## src/pkg/nvx_pkg.sv

```systemverilog
// Purpose: Shared constants and types for the nonvolatile I/O expander register map.
// Assumes: A byte-level serial engine outside this block delivers address, data and stop events.
// Notes: Behaviour
package nvx_pkg;

   localparam int          PINS         = 9;
   localparam int          USER_BYTES   = 64;
   localparam int          ROW_BYTES    = 8;
   localparam int          SCRATCH_N    = 6;
   localparam int          SHADOW_N     = 5;
   localparam int          CLK_MHZ      = 100;
   localparam int          TWR_MS       = 10;
   localparam int          TWR_CYCLES   = TWR_MS * 1000 * CLK_MHZ;

   localparam logic [7:0]  USER_LAST    = 8'h3f;
   localparam logic [7:0]  PULLUP_LO    = 8'hf0;
   localparam logic [7:0]  PULLUP_HI    = 8'hf1;
   localparam logic [7:0]  DRIVE_LO     = 8'hf2;
   localparam logic [7:0]  DRIVE_HI     = 8'hf3;
   localparam logic [7:0]  CONFIG       = 8'hf4;
   localparam logic [7:0]  EXTRA_FIRST  = 8'hf5;
   localparam logic [7:0]  EXTRA_LAST   = 8'hf7;
   localparam logic [7:0]  LEVEL_LO     = 8'hf8;
   localparam logic [7:0]  LEVEL_HI     = 8'hf9;
   localparam logic [7:0]  SCRATCH_FST  = 8'hfa;
   localparam logic [4:0]  ROW_HIGH     = 5'h1e;
   localparam int          SEE_BIT      = 0;

   localparam logic [7:0]  USER_RST     = 8'h00;
   localparam logic [7:0]  PULLUP_RST   = 8'h00;
   localparam logic [7:0]  DRIVE_LO_RST = 8'hff;
   localparam logic [7:0]  DRIVE_HI_RST = 8'h01;
   localparam logic [7:0]  CONFIG_RST   = 8'h00;
   localparam logic [7:0]  SCRATCH_RST  = 8'h00;
   localparam logic [63:0] HIGH_ROW_RST = {8'h00, 8'h00, 8'h00, CONFIG_RST, DRIVE_HI_RST,
                                           DRIVE_LO_RST, PULLUP_RST, PULLUP_RST};

   typedef enum logic [2:0] {
      ST_LOAD   = 3'b001,
      ST_RUN    = 3'b010,
      ST_COMMIT = 3'b100
   } nvx_state_t;

   typedef struct packed {
      logic       addr_set;
      logic       wr;
      logic       rd;
      logic       stop;
      logic [7:0] data;
   } nvx_req_t;

   typedef struct packed {
      logic       rvalid;
      logic [7:0] rdata;
      logic       busy;
   } nvx_rsp_t;

endpackage

```

## src/core/nvx_regmap.sv

```systemverilog
// Purpose: Register map of a nine-pin nonvolatile I/O expander with user memory.
// Assumes: Request strobes come one per cycle from a serial byte engine; pins are synchronous.
// Notes: Nonvolatile cells are modelled as flip-flops reset to factory values.
`timescale 1ns/10ps
module nvx_regmap #(
   parameter int TWR_CYC = nvx_pkg::TWR_CYCLES
) (
   input  wire logic                      clk,
   input  wire logic                      rstn,
   input  wire nvx_pkg::nvx_req_t         req,
   output      nvx_pkg::nvx_rsp_t         rsp,
   input  wire logic [nvx_pkg::PINS-1:0]  io_in,
   output      logic [nvx_pkg::PINS-1:0]  io_out,
   output      logic [nvx_pkg::PINS-1:0]  io_oe_n,
   output      logic [nvx_pkg::PINS-1:0]  pullup_en
);
   import nvx_pkg::*;

   typedef struct packed {
      nvx_state_t                       st;
      logic [7:0]                       addr;
      logic [USER_BYTES-1:0][7:0]       user;
      logic [ROW_BYTES-1:0][7:0]        hnv;
      logic [SHADOW_N-1:0][7:0]         shd;
      logic [SCRATCH_N-1:0][7:0]        scr;
      logic [ROW_BYTES-1:0][7:0]        pbuf;
      logic [ROW_BYTES-1:0]             pmask;
      logic [4:0]                       prow;
      logic [31:0]                      cnt;
      nvx_rsp_t                         rsp;
      logic [PINS-1:0]                  iosamp;
      logic [PINS-1:0]                  oen;
      logic [PINS-1:0]                  pu;
   } nvx_regs_t;

   nvx_regs_t s_q;
   nvx_regs_t s_d;

   function automatic logic in_range(input logic [7:0] a, input logic [7:0] lo,
                                     input logic [7:0] hi);
      return (a >= lo) && (a <= hi);
   endfunction

   // Pending user and extra bytes are not visible until committed; writes to 0xf0-0xf4 read back at once from the shadow.
   function automatic logic [7:0] read_byte(input nvx_regs_t s, input logic [7:0] a);
      logic [7:0] v;
      v = 8'h00;
      if (a <= USER_LAST) begin
         v = s.user[a[5:0]];
      end else if (in_range(a, PULLUP_LO, CONFIG)) begin
         v = s.shd[3'(a - PULLUP_LO)];
      end else if (in_range(a, EXTRA_FIRST, EXTRA_LAST)) begin
         v = s.hnv[a[2:0]];
      end else if (a == LEVEL_LO) begin
         v = s.iosamp[7:0];
      end else if (a == LEVEL_HI) begin
         v = {7'h00, s.iosamp[8]};
      end else if (a >= SCRATCH_FST) begin
         v = s.scr[3'(a - SCRATCH_FST)];
      end
      return v;
   endfunction

   always_comb begin
      s_d            = s_q;
      s_d.rsp.rvalid = 1'b0;
      s_d.iosamp     = io_in;
      case (s_q.st)
         ST_LOAD: begin
            // Pins stay released this cycle so no stale factory value is ever driven.
            s_d.shd = s_q.hnv[SHADOW_N-1:0];
            s_d.st  = ST_RUN;
         end
         ST_RUN: begin
            s_d.pu       = {s_q.shd[1][0], s_q.shd[0]};
            s_d.oen      = {s_q.shd[3][0], s_q.shd[2]};
            s_d.rsp.busy = 1'b0;
            if (req.addr_set) begin
               s_d.addr = req.data;
            end else if (req.wr) begin
               if (s_q.pmask == '0) begin
                  s_d.prow = s_q.addr[7:3];
               end
               if (s_q.addr <= USER_LAST) begin
                  s_d.pbuf[s_q.addr[2:0]]  = req.data;
                  s_d.pmask[s_q.addr[2:0]] = 1'b1;
               end else if (in_range(s_q.addr, PULLUP_LO, CONFIG)) begin
                  s_d.shd[3'(s_q.addr - PULLUP_LO)] = req.data;
                  if (!s_q.shd[4][SEE_BIT]) begin
                     s_d.pbuf[s_q.addr[2:0]]  = req.data;
                     s_d.pmask[s_q.addr[2:0]] = 1'b1;
                  end
               end else if (in_range(s_q.addr, EXTRA_FIRST, EXTRA_LAST)) begin
                  s_d.pbuf[s_q.addr[2:0]]  = req.data;
                  s_d.pmask[s_q.addr[2:0]] = 1'b1;
               end else if (s_q.addr >= SCRATCH_FST) begin
                  s_d.scr[3'(s_q.addr - SCRATCH_FST)] = req.data;
               end
               // Reserved, status and other locations fall through untouched.
               s_d.addr = {s_q.addr[7:3], 3'(s_q.addr[2:0] + 3'h1)};
            end else if (req.rd) begin
               s_d.rsp.rdata  = read_byte(s_q, s_q.addr);
               s_d.rsp.rvalid = 1'b1;
               s_d.addr       = 8'(s_q.addr + 8'h01);
            end
            if (req.stop && (s_q.pmask != '0)) begin
               for (int i = 0; i < ROW_BYTES; i++) begin
                  if (s_q.pmask[i]) begin
                     if (s_q.prow == ROW_HIGH) begin
                        s_d.hnv[i] = s_q.pbuf[i];
                     end else begin
                        s_d.user[{s_q.prow[2:0], 3'(i)}] = s_q.pbuf[i];
                     end
                  end
               end
               s_d.pmask    = '0;
               s_d.cnt      = 32'(TWR_CYC - 1);
               s_d.rsp.busy = 1'b1;
               s_d.st       = ST_COMMIT;
            end
         end
         ST_COMMIT: begin
            // The serial engine must refuse its address while busy is high.
            if (s_q.cnt == 32'h0) begin
               s_d.rsp.busy = 1'b0;
               s_d.st       = ST_RUN;
            end else begin
               s_d.cnt = s_q.cnt - 32'h1;
            end
         end
         default: begin
            s_d.st = ST_LOAD;
         end
      endcase
   end

   always_ff @(posedge clk or negedge rstn) begin
      if (!rstn) begin
         s_q            <= '0;
         s_q.st         <= ST_LOAD;
         s_q.hnv        <= HIGH_ROW_RST;
         s_q.shd        <= HIGH_ROW_RST[SHADOW_N*8-1:0];
         s_q.oen        <= '1;
         s_q.rsp.busy   <= 1'b1;
      end else begin
         s_q <= s_d;
      end
   end

   assign rsp       = s_q.rsp;
   assign io_out    = '0;
   assign io_oe_n   = s_q.oen;
   assign pullup_en = s_q.pu;

endmodule

```

## config.mk

```make
export PLATFORM = sky130hd
export DESIGN_NAME = nvx_regmap
export DESIGN_NICKNAME = d
export VERILOG_FILES = /design/src/pkg/nvx_pkg.sv /design/src/core/nvx_regmap.sv
export SDC_FILE = /design/constraint.sdc
export NUM_CORES = 1
export LEC_CHECK = 0
export BUFFER_PORTS_ARGS = -buffer_cell sky130_fd_sc_hd__buf_2
export CAP_MARGIN = 40
export CORE_MARGIN = 4
export CORE_UTILIZATION = 57
export CTS_CLUSTER_SIZE = 40
export DETAILED_ROUTE_END_ITERATION = 7
export MAX_ROUTING_LAYER = met4
export PLACE_DENSITY = 0.76
export SLEW_MARGIN = 40
export SYNTH_ARGS = -nofsm -noshare
export SYNTH_HDL_FRONTEND = slang
export SYNTH_SLANG_ARGS = --single-unit
```

## constraint.sdc

```tcl
create_clock -name clk -period 3.4 [get_ports clk]
set_input_delay 0.51 -clock clk [delete_from_list [all_inputs] [get_ports clk]]
set_output_delay 0.51 -clock clk [all_outputs]
set_load 0.01 [all_outputs]
```

==> results of run 1 <==
worst max path at each step:
| stage | start | to | depth (start not counted) | slack, ns |
|---|---|---|---|---|
| 2_1_floorplan | s_q[810] | s_q[202] | 14 | 0.03 |
| 3_3_place_gp | s_q[811] | rsp[4] | 10 | 0.30 |
| 4_1_cts | s_q[811] | rsp[4] | 10 | 0.35 |
| 3_5_place_dp | s_q[811] | rsp[4] | 10 | 0.36 |
| 5_1_grt | s_q[810] | s_q[205] | 8 | 0.17 |
| 6_report | s_q[810] | rsp[1] | 9 | 0.28 |
kinds of logic (layout without fill, tap and decap cells):
logic type | count (synthesis) | count (layout)
DFF | 821 | 821
AOI/OAI and AO/OA | 282 | 282
muxes | 948 | 948
other | 1 | 13
and+or+nand+nor | 468 | 468
xor gates and xnor gates | 18 | 18
adders and majority gates | 9 | 9
buffers and inverters | 235 | 411
cell usage after synthesis, drive strengths merged (8+ instances only):
cell type,n
a21oi,67
xnor2,8
nor2,96
nor4,14
nand3,26
nand2,216
nand4,8
o22ai,19
nor3,23
mux2,733
ha,9
dfrtp,792
o31ai,8
mux4,108
xor2,10
a22oi,31
mux2i,107
or3,10
buf,141
o21ai,74
a211oi,18
and2,11
a221oi,13
dfstp,29
nand2b,19
inv,20
nor2b,16
clkbuf,73
final cells by class:
| class | instances | area share [%] |
|---|---|---|
| flip-flops and latches | 821 | 48.1 |
| multi-input cells | 1734 | 37.8 |
| clock buffers | 118 | 5.75 |
| repair buffers | 234 | 4.39 |
| well taps | 864 | 2.52 |
| clock inverters | 38 | 1.30 |
| inverters | 21 | 0.184 |
| diodes | 4 | 0.0234 |
power breakdown:
part	switching, mW	total [mW]	internal [mW]
registers	1.95	12.3	10.4
logic	4.39	7.00	2.61
clock network	3.96	10.0	6.06
flip-flops by register name (all words and copies together) (netlist names):
signal / cells
pullup_en: 9
rsp: 10
s_q: 793
io_oe_n: 9
metal layers:
metal / track usage (%) / wire, um
met3: 9.61 / 12300
met4: 21.6 / 9350
met1: 47.9 / 49100
met5: - / 0
met2: 54.4 / 56600
metrics by stage:
stage                     util, %  area [um^2]  std cells  worst slack [ns]
after global placement       60.4        39700       3663             0.295
after CTS                    65.1        42800       3829             0.347
after floorplan                 -        37900       2790            0.0323
final                        65.2        42800       3834             0.281
after detailed placement     60.4        39700       3663             0.355
after global routing         65.2        42800       3831             0.170
tightest hold or removal path: cells and delay by family:
kind / cells / cell delay (ns)
AOI/OAI and AO/OA: 2 / 0.14
buffers and inverters: 1 / 0.13
and+or+nand+nor: 1 / 0.11
==> results by stage, run 1 <==
Timing:
- Across all hold checks on the routed design, the worst slack comes to about 0.32 ns.
- Setup violations remaining at the end of the flow were counted as 0.
- The final count of hold timing violations is 0.
- Static timing analysis puts the maximum clock frequency at between 0.3 and 0.4 GHz.
- Setup repair after global routing left no endpoint under its margin.
- The count of pins over their slew limit is 0.
- Dividing the final minimum period by the clock period gives between 90% and 100%.
- The transition time at the pin with the least slew margin is just under 0.9 ns.
- The setup total negative slack is 0 ns.
- The clock period minus final worst setup slack is 3.12 ns.
- On the final layout, the worst clock skew is between 0.02 and 0.025 ns.
- The remaining max-slew budget at the tightest pin is between 40 and 50%.

Drt:
- The detailed-route DRC error count is 0.
- The number of DRC markers in iteration 0 is roughly 2600.
- In the routed layout, each cell is associated on average with a via count of 6.65.
- The number of nets with antenna violations after routing is 0.
- The detailed-route wire length is between 100000 and 150000 um.
- The number of detailed-route iterations in the first pass is 5.
- The detailed router placed ~26000 vias in this run.
- The mean routed wirelength per cell is around 33 um.

Synth:
- The mux cell area share after synthesis is approximately 31%.
- The flip-flop and latch count after synthesis is 821.
- The most used flip-flop cell after synthesis is dfrtp_1.
- The synthesized netlist devotes 0.298% of its cell area to adder and majority cells.
- After synthesis, the largest family of logic cells by area is multiplexers.
- The share of the Yosys chip area taken by registers is roughly 55%.
- The fraction of the mapped netlist area in simple logic gates is under 10%.
- For this run, the number of Yosys warnings is 0.
- The cell count after synthesis is 2782.
- After synthesis, the netlist uses around 80 different library cells.
- The largest area contributor in the synthesized netlist is dfrtp_1.
- The number of enable-type register cells in the synthesized netlist is 0.
- The mapped cell area is 37700 um^2.
- The synthesized netlist devotes 4.91% of its cell area to compound gates.
- The post-synthesis average cell area is 13.6 um^2.
- The synthesized netlist devotes less than 1% of its cell area to XOR and XNOR gates.
- Of all flip-flops after synthesis, the portion carrying an async set or reset was between 90% and 100%.
- By area the synthesized netlist is led by dfrtp_1 53%, mux2_2 22%, mux4_2 6.4%.
- The synthesized design devotes to its leading area cell type 52.5% of total area.

Clocking:
- The clock root buffer is clkbuf_16.
- Hold repair after CTS inserted 10 buffers.
- The clock sink count is 821.
- The post-cts sizing count is 0.
- The maximum root-to-sink buffer count is 3.
- The clock-pin transition on the worst setup and hold timing paths is about 0.070 ns.
- In this run, CTS created clock tree buffers numbering 85.
- The H-tree was split into 3 levels.
- After clock tree synthesis, the setup repair step added 0 buffers.
- TritonCTS built the clock tree.
- The clock network latency to the later pin of the worst-skew pair is around 0.64 ns.

Power:
- Across the VDD grid, the largest voltage drop is roughly 0.42 mV.
- The design draws about 30 mW.
- Dividing total power by cell area gives a power density of approximately 700 nW/um^2.
- The leakage power total is approximately 21 nW.

Setup path:
- The critical path launch point type is a flip-flop.
- The worst register-to-register path has a setup slack of 0.28 ns.
- The signal on the critical path passes through buf_12 -> buf_4 -> mux4_2 -> nor2_1 -> nor4_1 -> buf_4 -> a211oi_1 -> o31ai_1 -> a31o_2.
- Data arrives at the worst endpoint at between 3 and 4 ns.
- On the critical path, the stage with the largest delay is an instance of mux4_2.
- The highest cell delay on the worst timing path is 0.60 ns.
- The cell occurring most often along the worst timing path is buf_4.
- The worst reg-to-reg path cell count is 9.
- For the worst setup path, the data required time is between 3 and 4 ns.
- The reg-to-reg startpoint is s_q[810].
- The total buffers and inverters traversed by the critical path is 3.
- The capturing element type of the critical path is a flip-flop.
- Among cell families on the critical path, the largest total delay comes from buffers and inverters.
- In this run the critical register-to-register path is captured at rsp[1].
- In this run the worst path has a maximum fanout of 21.
- The critical path in this run is classified as flip-flop to flip-flop.

Cells and area:
- The final layout net count is ~3000.
- The flip-flop and latch area is 20600 um^2.
- Summing all multi-input logic gate instances after layout gives around 16000 um^2.
- The post-route netlist has 43.1% of its cells at a drive strength greater than 1.
- The library cells used most frequently in the layout, excluding fill and tap cells, are 790 x dfrtp_1, 733 x mux2_2, 216 x nand2_1, 156 x buf_4, 108 x mux4_2.
- The final-layout fill cell count is 4699.
- The most frequent standard cell in the layout excluding fill and tap cells is dfrtp_1.
- From synthesis to final layout, the design area changed by 13.5%.

Floorplan:
- In this run the horizontal extent of the chip is 265 um.
- The initialized floorplan defines 94 standard-cell rows.
- The floorplan step defined a core boundary enclosing 65700 um^2.
- The overall die area is 70400 um^2.
- The floorplan step set the die height to 265 um.
- The starting density of the core is around 57%.
- The total I/O pin count is 60.

Place:
- At the end of routability-driven placement, the weighted congestion stood at 1.05.
- The count of port buffers added during placement is 50.
- The HPWL after detailed placement is 89900 um.

GRT:
- In the global route stage, overall resource usage came out at 37.4%.
- The first global-routing pass estimated 184000 um of wire.
- Entering global routing, the biggest net connects roughly 110 pins.
- The number of antenna violations at the first check in global routing is 7.
- The aggregate global routing overflow is 0.
- The number of global-route vias before repair was between 20000 and 30000.

Hold path:
- The worst min-delay path class is primary input to flip-flop.
- The worst min-delay path endpoint is s_q[817].
- The hold path depth is 4.
- The startpoint identified for the worst hold timing path is req[10].

Job:
- Max-cap violations in this run came to 0.

Run status:
- The flow ran to the end, and the final reports show no timing, DRC or antenna violations.
Note: power is estimated with default switching activity, not from simulation.
==> inputs of run 2 (changes only) <==
- ABC_AREA: not set -> 1
- ABC_CLOCK_PERIOD_IN_PS: not set -> 3400
==> results by stage, run 2 <==
Run status:
- Run status: completed (unchanged).

Power:
- The internal power component came to 19.7 mW (was 19.0 mW).
- The clock power share is 29.2% (was 34.2%).
- The total power of the final layout is 33.6 mW (was 29.3 mW).
- The sequential cell fraction of total power came to 34.2% (was 42.0%).
- The switching share of power is 41.4% (was 35.1%).
- The total net switching power came to 13.9 mW (was 10.3 mW).
- The combinational cell fraction of total power is 36.6% (was 23.9%).
- The leakage power total is 19.1 nW (was 20.7 nW).
- The power per standard cell area came to 804 nW/um^2 (was 684 nW/um^2).
- The peak ir drop on the vdd network came to 0.463 mV (was 0.419 mV).

Floorplan:
- The total I/O pin count is 60 (unchanged).
- The floorplan core area is 65700 um^2 (unchanged).
- The starting density of the core is 57.4% (about the same).
- The vertical die dimension was 265 um (about the same).
- The number of placement rows is 94 (unchanged).
- The overall die area is 70400 um^2 (about the same).
- The horizontal die dimension is 265 um (about the same).

Cells and area:
- The fraction of layout cells with a size suffix above 1 is 8.22% (was 43.1%).
- The area added between synthesis and finish is 10.6% (was 13.5%).
- Leading cell types in the layout, fill and taps excluded: 1414 x nand2_1, 992 x o21ai_0, 790 x dfrtp_1, 396 x nor2_1, 243 x inv_1 (was 790 x dfrtp_1, 733 x mux2_2, 216 x nand2_1, 156 x buf_4, 108 x mux4_2).
- The largest register by flop count is s_q (unchanged).
- The final layout net count was 4651 (was 2929).
- The most frequent standard cell in the layout excluding fill and tap cells was nand2_1 (was dfrtp_1).
- Top flop regs: s_q x793, rsp x10 (unchanged).
- The final instance area is 41800 um^2 (was 42800 um^2).
- The number of flip-flops under the largest register name is 793 (unchanged).
- The utilization after layout came to 63.5% (was 65.2%).

Setup path:
- The timing startpoint of the critical path is s_q[810] (unchanged).
- The critical path start-end classification is flip-flop to flip-flop (unchanged).
- The reg-to-reg startpoint was s_q[810] (unchanged).
- The worst reg-to-reg path cell count is 11 (was 9).
- The capture point of the worst path is s_q[136] (was rsp[1]).
- The end of the worst register-to-register path is s_q[136] (was rsp[1]).
- The critical path launch point type is a flip-flop (unchanged).
- The data required time of the worst path came to 3.89 ns (was 3.92 ns).
- The data arrival time of the critical path is 3.50 ns (was 3.64 ns).
- The top fanout value on the critical path is 31 (was 21).
- The setup slack of the worst register-to-register path is 0.39 ns (was 0.28 ns).
- The capturing element type of the critical path is a flip-flop (unchanged).

Synth:
- The share of synthesized registers carrying an async set or reset is 100% (unchanged).
- Synth top cells by count: 1414 x nand2_1, 992 x o21ai_0, 792 x dfrtp_1, 397 x nor2_1, 244 x inv_1 (was 792 x dfrtp_1, 733 x mux2_2, 216 x nand2_1, 108 x mux4_2, 107 x mux2i_1).
- The unique cell type count in the Yosys netlist was 41 (was 79).
- The post-synthesis average cell area is 8.11 um^2 (was 13.6 um^2).
- The share of Yosys cell area claimed by the top area cell type came to 52.5% (about the same).
- The mapped cell area came to 37800 um^2 (was 37700 um^2).
- The largest area contributor in the synthesized netlist is dfrtp_1 (unchanged).
- Synth top area cells: dfrtp_1 52%, nand2_1 14%, o21ai_0 13% (was dfrtp_1 53%, mux2_2 22%, mux4_2 6.4%).
- The number of synthesis warnings is 0 (unchanged).
- The flip-flop and latch count after synthesis is 821 (unchanged).
- The number of enable-type register cells in the synthesized netlist is 0 (unchanged).
- The most used standard cell by instance count after synthesis is nand2_1 (was dfrtp_1).
- The sequential-to-total area share from yosys stat is 54.5% (about the same).
- The cell count after synthesis is 4658 (was 2782).
- The most common flop cell mapped by yosys is dfrtp_1 (unchanged).

Place:
- The count of port buffers added during placement is 50 (unchanged).
- The weighted congestion at the end of routability-driven global placement was 1.02 (was 1.05).
- The pre-CTS setup slack is 0.501 ns (was 0.355 ns).
- The placed instance area was 38700 um^2 (was 39700 um^2).
- The HPWL after detailed placement is 84400 um (was 89900 um).

Timing:
- The setup total negative slack is 0 ns (unchanged).
- The remaining max-slew budget at the tightest pin came to 42.2% (was 40.6%).
- The final setup violation count is 0 (unchanged).
- The final clock skew was 0.0197 ns (was 0.0232 ns).
- The transition time at the pin with the least slew margin is 0.867 ns (was 0.890 ns).
- The final cycle utilization of the critical path is 88.5% (was 91.7%).
- The clock period minus final worst setup slack is 3.01 ns (was 3.12 ns).
- Unrepaired setup endpoints after global routing: false (unchanged).
- The count of pins over their slew limit came to 0 (unchanged).
- The worst setup margin is 0.391 ns (was 0.281 ns).
- The final count of hold timing violations came to 0 (unchanged).
- The maximum operating frequency is 0.332 GHz (was 0.321 GHz).

GRT:
- The overall track demand over capacity in global routing is 36.1% (was 37.4%).
- The pin count of the biggest net entering global routing is 109 (was 113).
- The number of antenna violations at the first check in global routing is 1 (was 7).
- The number of global-route vias before repair is 31000 (was 26500).
- The global-route wire length before repair is 189000 um (was 184000 um).
- The aggregate global routing overflow was 0 (unchanged).

Clocking:
- The H-tree depth came to 3 (unchanged).
- The number of hold buffers added after CTS was 10 (unchanged).
- The maximum root-to-sink buffer count is 3 (unchanged).
- The clock network latency to the later pin of the worst-skew pair is 0.66 ns (was 0.64 ns).
- The CTS buffer count is 86 (was 85).
- The clock sink count is 821 (unchanged).
- The clock tree from TritonCTS is built (unchanged).
- The post-cts sizing count is 0 (unchanged).
- The clock root buffer is clkbuf_16 (unchanged).
- The clock-pin transition on the worst setup and hold timing paths is 0.06 ns (was 0.07 ns).
- The number of buffers inserted to repair setup after CTS is 0 (unchanged).

Drt:
- The number of vias after detailed routing was 33500 (was 25500).
- The detailed-route wire length is 124000 um (was 127000 um).
- The number of DRC markers in iteration 0 came to 4991 (was 2590).
- The detailed-route DRC error count came to 0 (unchanged).
- The mean routed wirelength per cell is 22.4 um (was 33.2 um).
- The per-cell via count in the routed design is 6.03 (was 6.65).
- The number of detailed-route iterations in the first pass is 7 (was 5).
- The number of nets with antenna violations after routing is 0 (unchanged).

Job:
- The number of maximum-capacitance violations was 0 (unchanged).

Hold path:
- The worst min-delay path class is primary input to flip-flop (unchanged).
[run 2: critical path, cell delays in order (launching register included)]
cell and delay (ns):
dfrtp_4 0.68, inv_8 0.16, ha_1 0.25, nor2_1 0.27
buf_4 0.24, nor2_1 0.05, o21ai_0 0.15, nand2_1 0.10
inv_1 0.26, nand2_1 0.38, nand2_1 0.16, o21ai_0 0.11
[run 2: per-layer routing]
layer  track usage, %  up-vias  wire, um  share of wire (%)
met2             51.3     1896     54100                 43
met5                -        -         0                  0
met3             8.97      306     14000                 11
li1                 -    15100         -                  -
met4             12.5        0      5030                4.0
met1             51.0    16200     51400                 41
[run 2: final cells by class]
class	instances	area (um^2)
Antenna cell	1	2.50
Clock buffer	110	2380
Clock inverter	43	547
Fill cell	5576	24000
Inverter	251	952
Multi-Input combinational cell	3320	15000
Sequential cell	821	20600
Tap cell	864	1080
Timing Repair Buffer	139	1150
[run 2: cells by family (layout without fill, tap and decap cells)]
kind of cell | after synthesis | in the layout | synth area share, %
AND/OR/NAND/NOR | 2085 | 2085 | 22.0
buffers and inverters | 525 | 543 | 5.81
flip-flops | 821 | 821 | 54.5
AO/OA/AOI/OAI | 1169 | 1169 | 16.1
XOR/XNOR | 25 | 25 | 0.580
multiplexers | 23 | 23 | 0.686
other | 1 | 10 | 0.00993
adder cells (fa/ha/maj) | 9 | 9 | 0.298
[run 2: worst min-delay path by stage]
stage	from	endpoint	slack (ns)	depth (start not counted)
6_report	req[5]	s_q[127]	0.16	3
5_1_grt	req[5]	s_q[127]	0.15	3
3_3_place_gp	pullup_en[7]	pullup_en[7]	0.45	2
2_1_floorplan	rstn	pullup_en[0]	0.21	0
4_1_cts	req[5]	s_q[127]	0.14	3
3_5_place_dp	io_oe_n[7]	io_oe_n[7]	0.45	2
[run 2: through the flow]
stage	hold WS, ns	std cells
floorplan	0.214	4666
global placement	0.451	5385
detailed placement	0.453	5385
CTS	0.143	5548
global route	0.153	5549
finish	0.160	5549
[run 2: power by group through the flow]
stage               combinational, mW  clock (mW)  sequential, mW
global placement                 11.7           0            11.6
floorplan                        7.20           0            11.4
CTS                              11.9        9.86            11.5
global route                     13.1        10.3            11.6
finish                           12.3        9.80            11.5
detailed placement               11.8           0            11.6
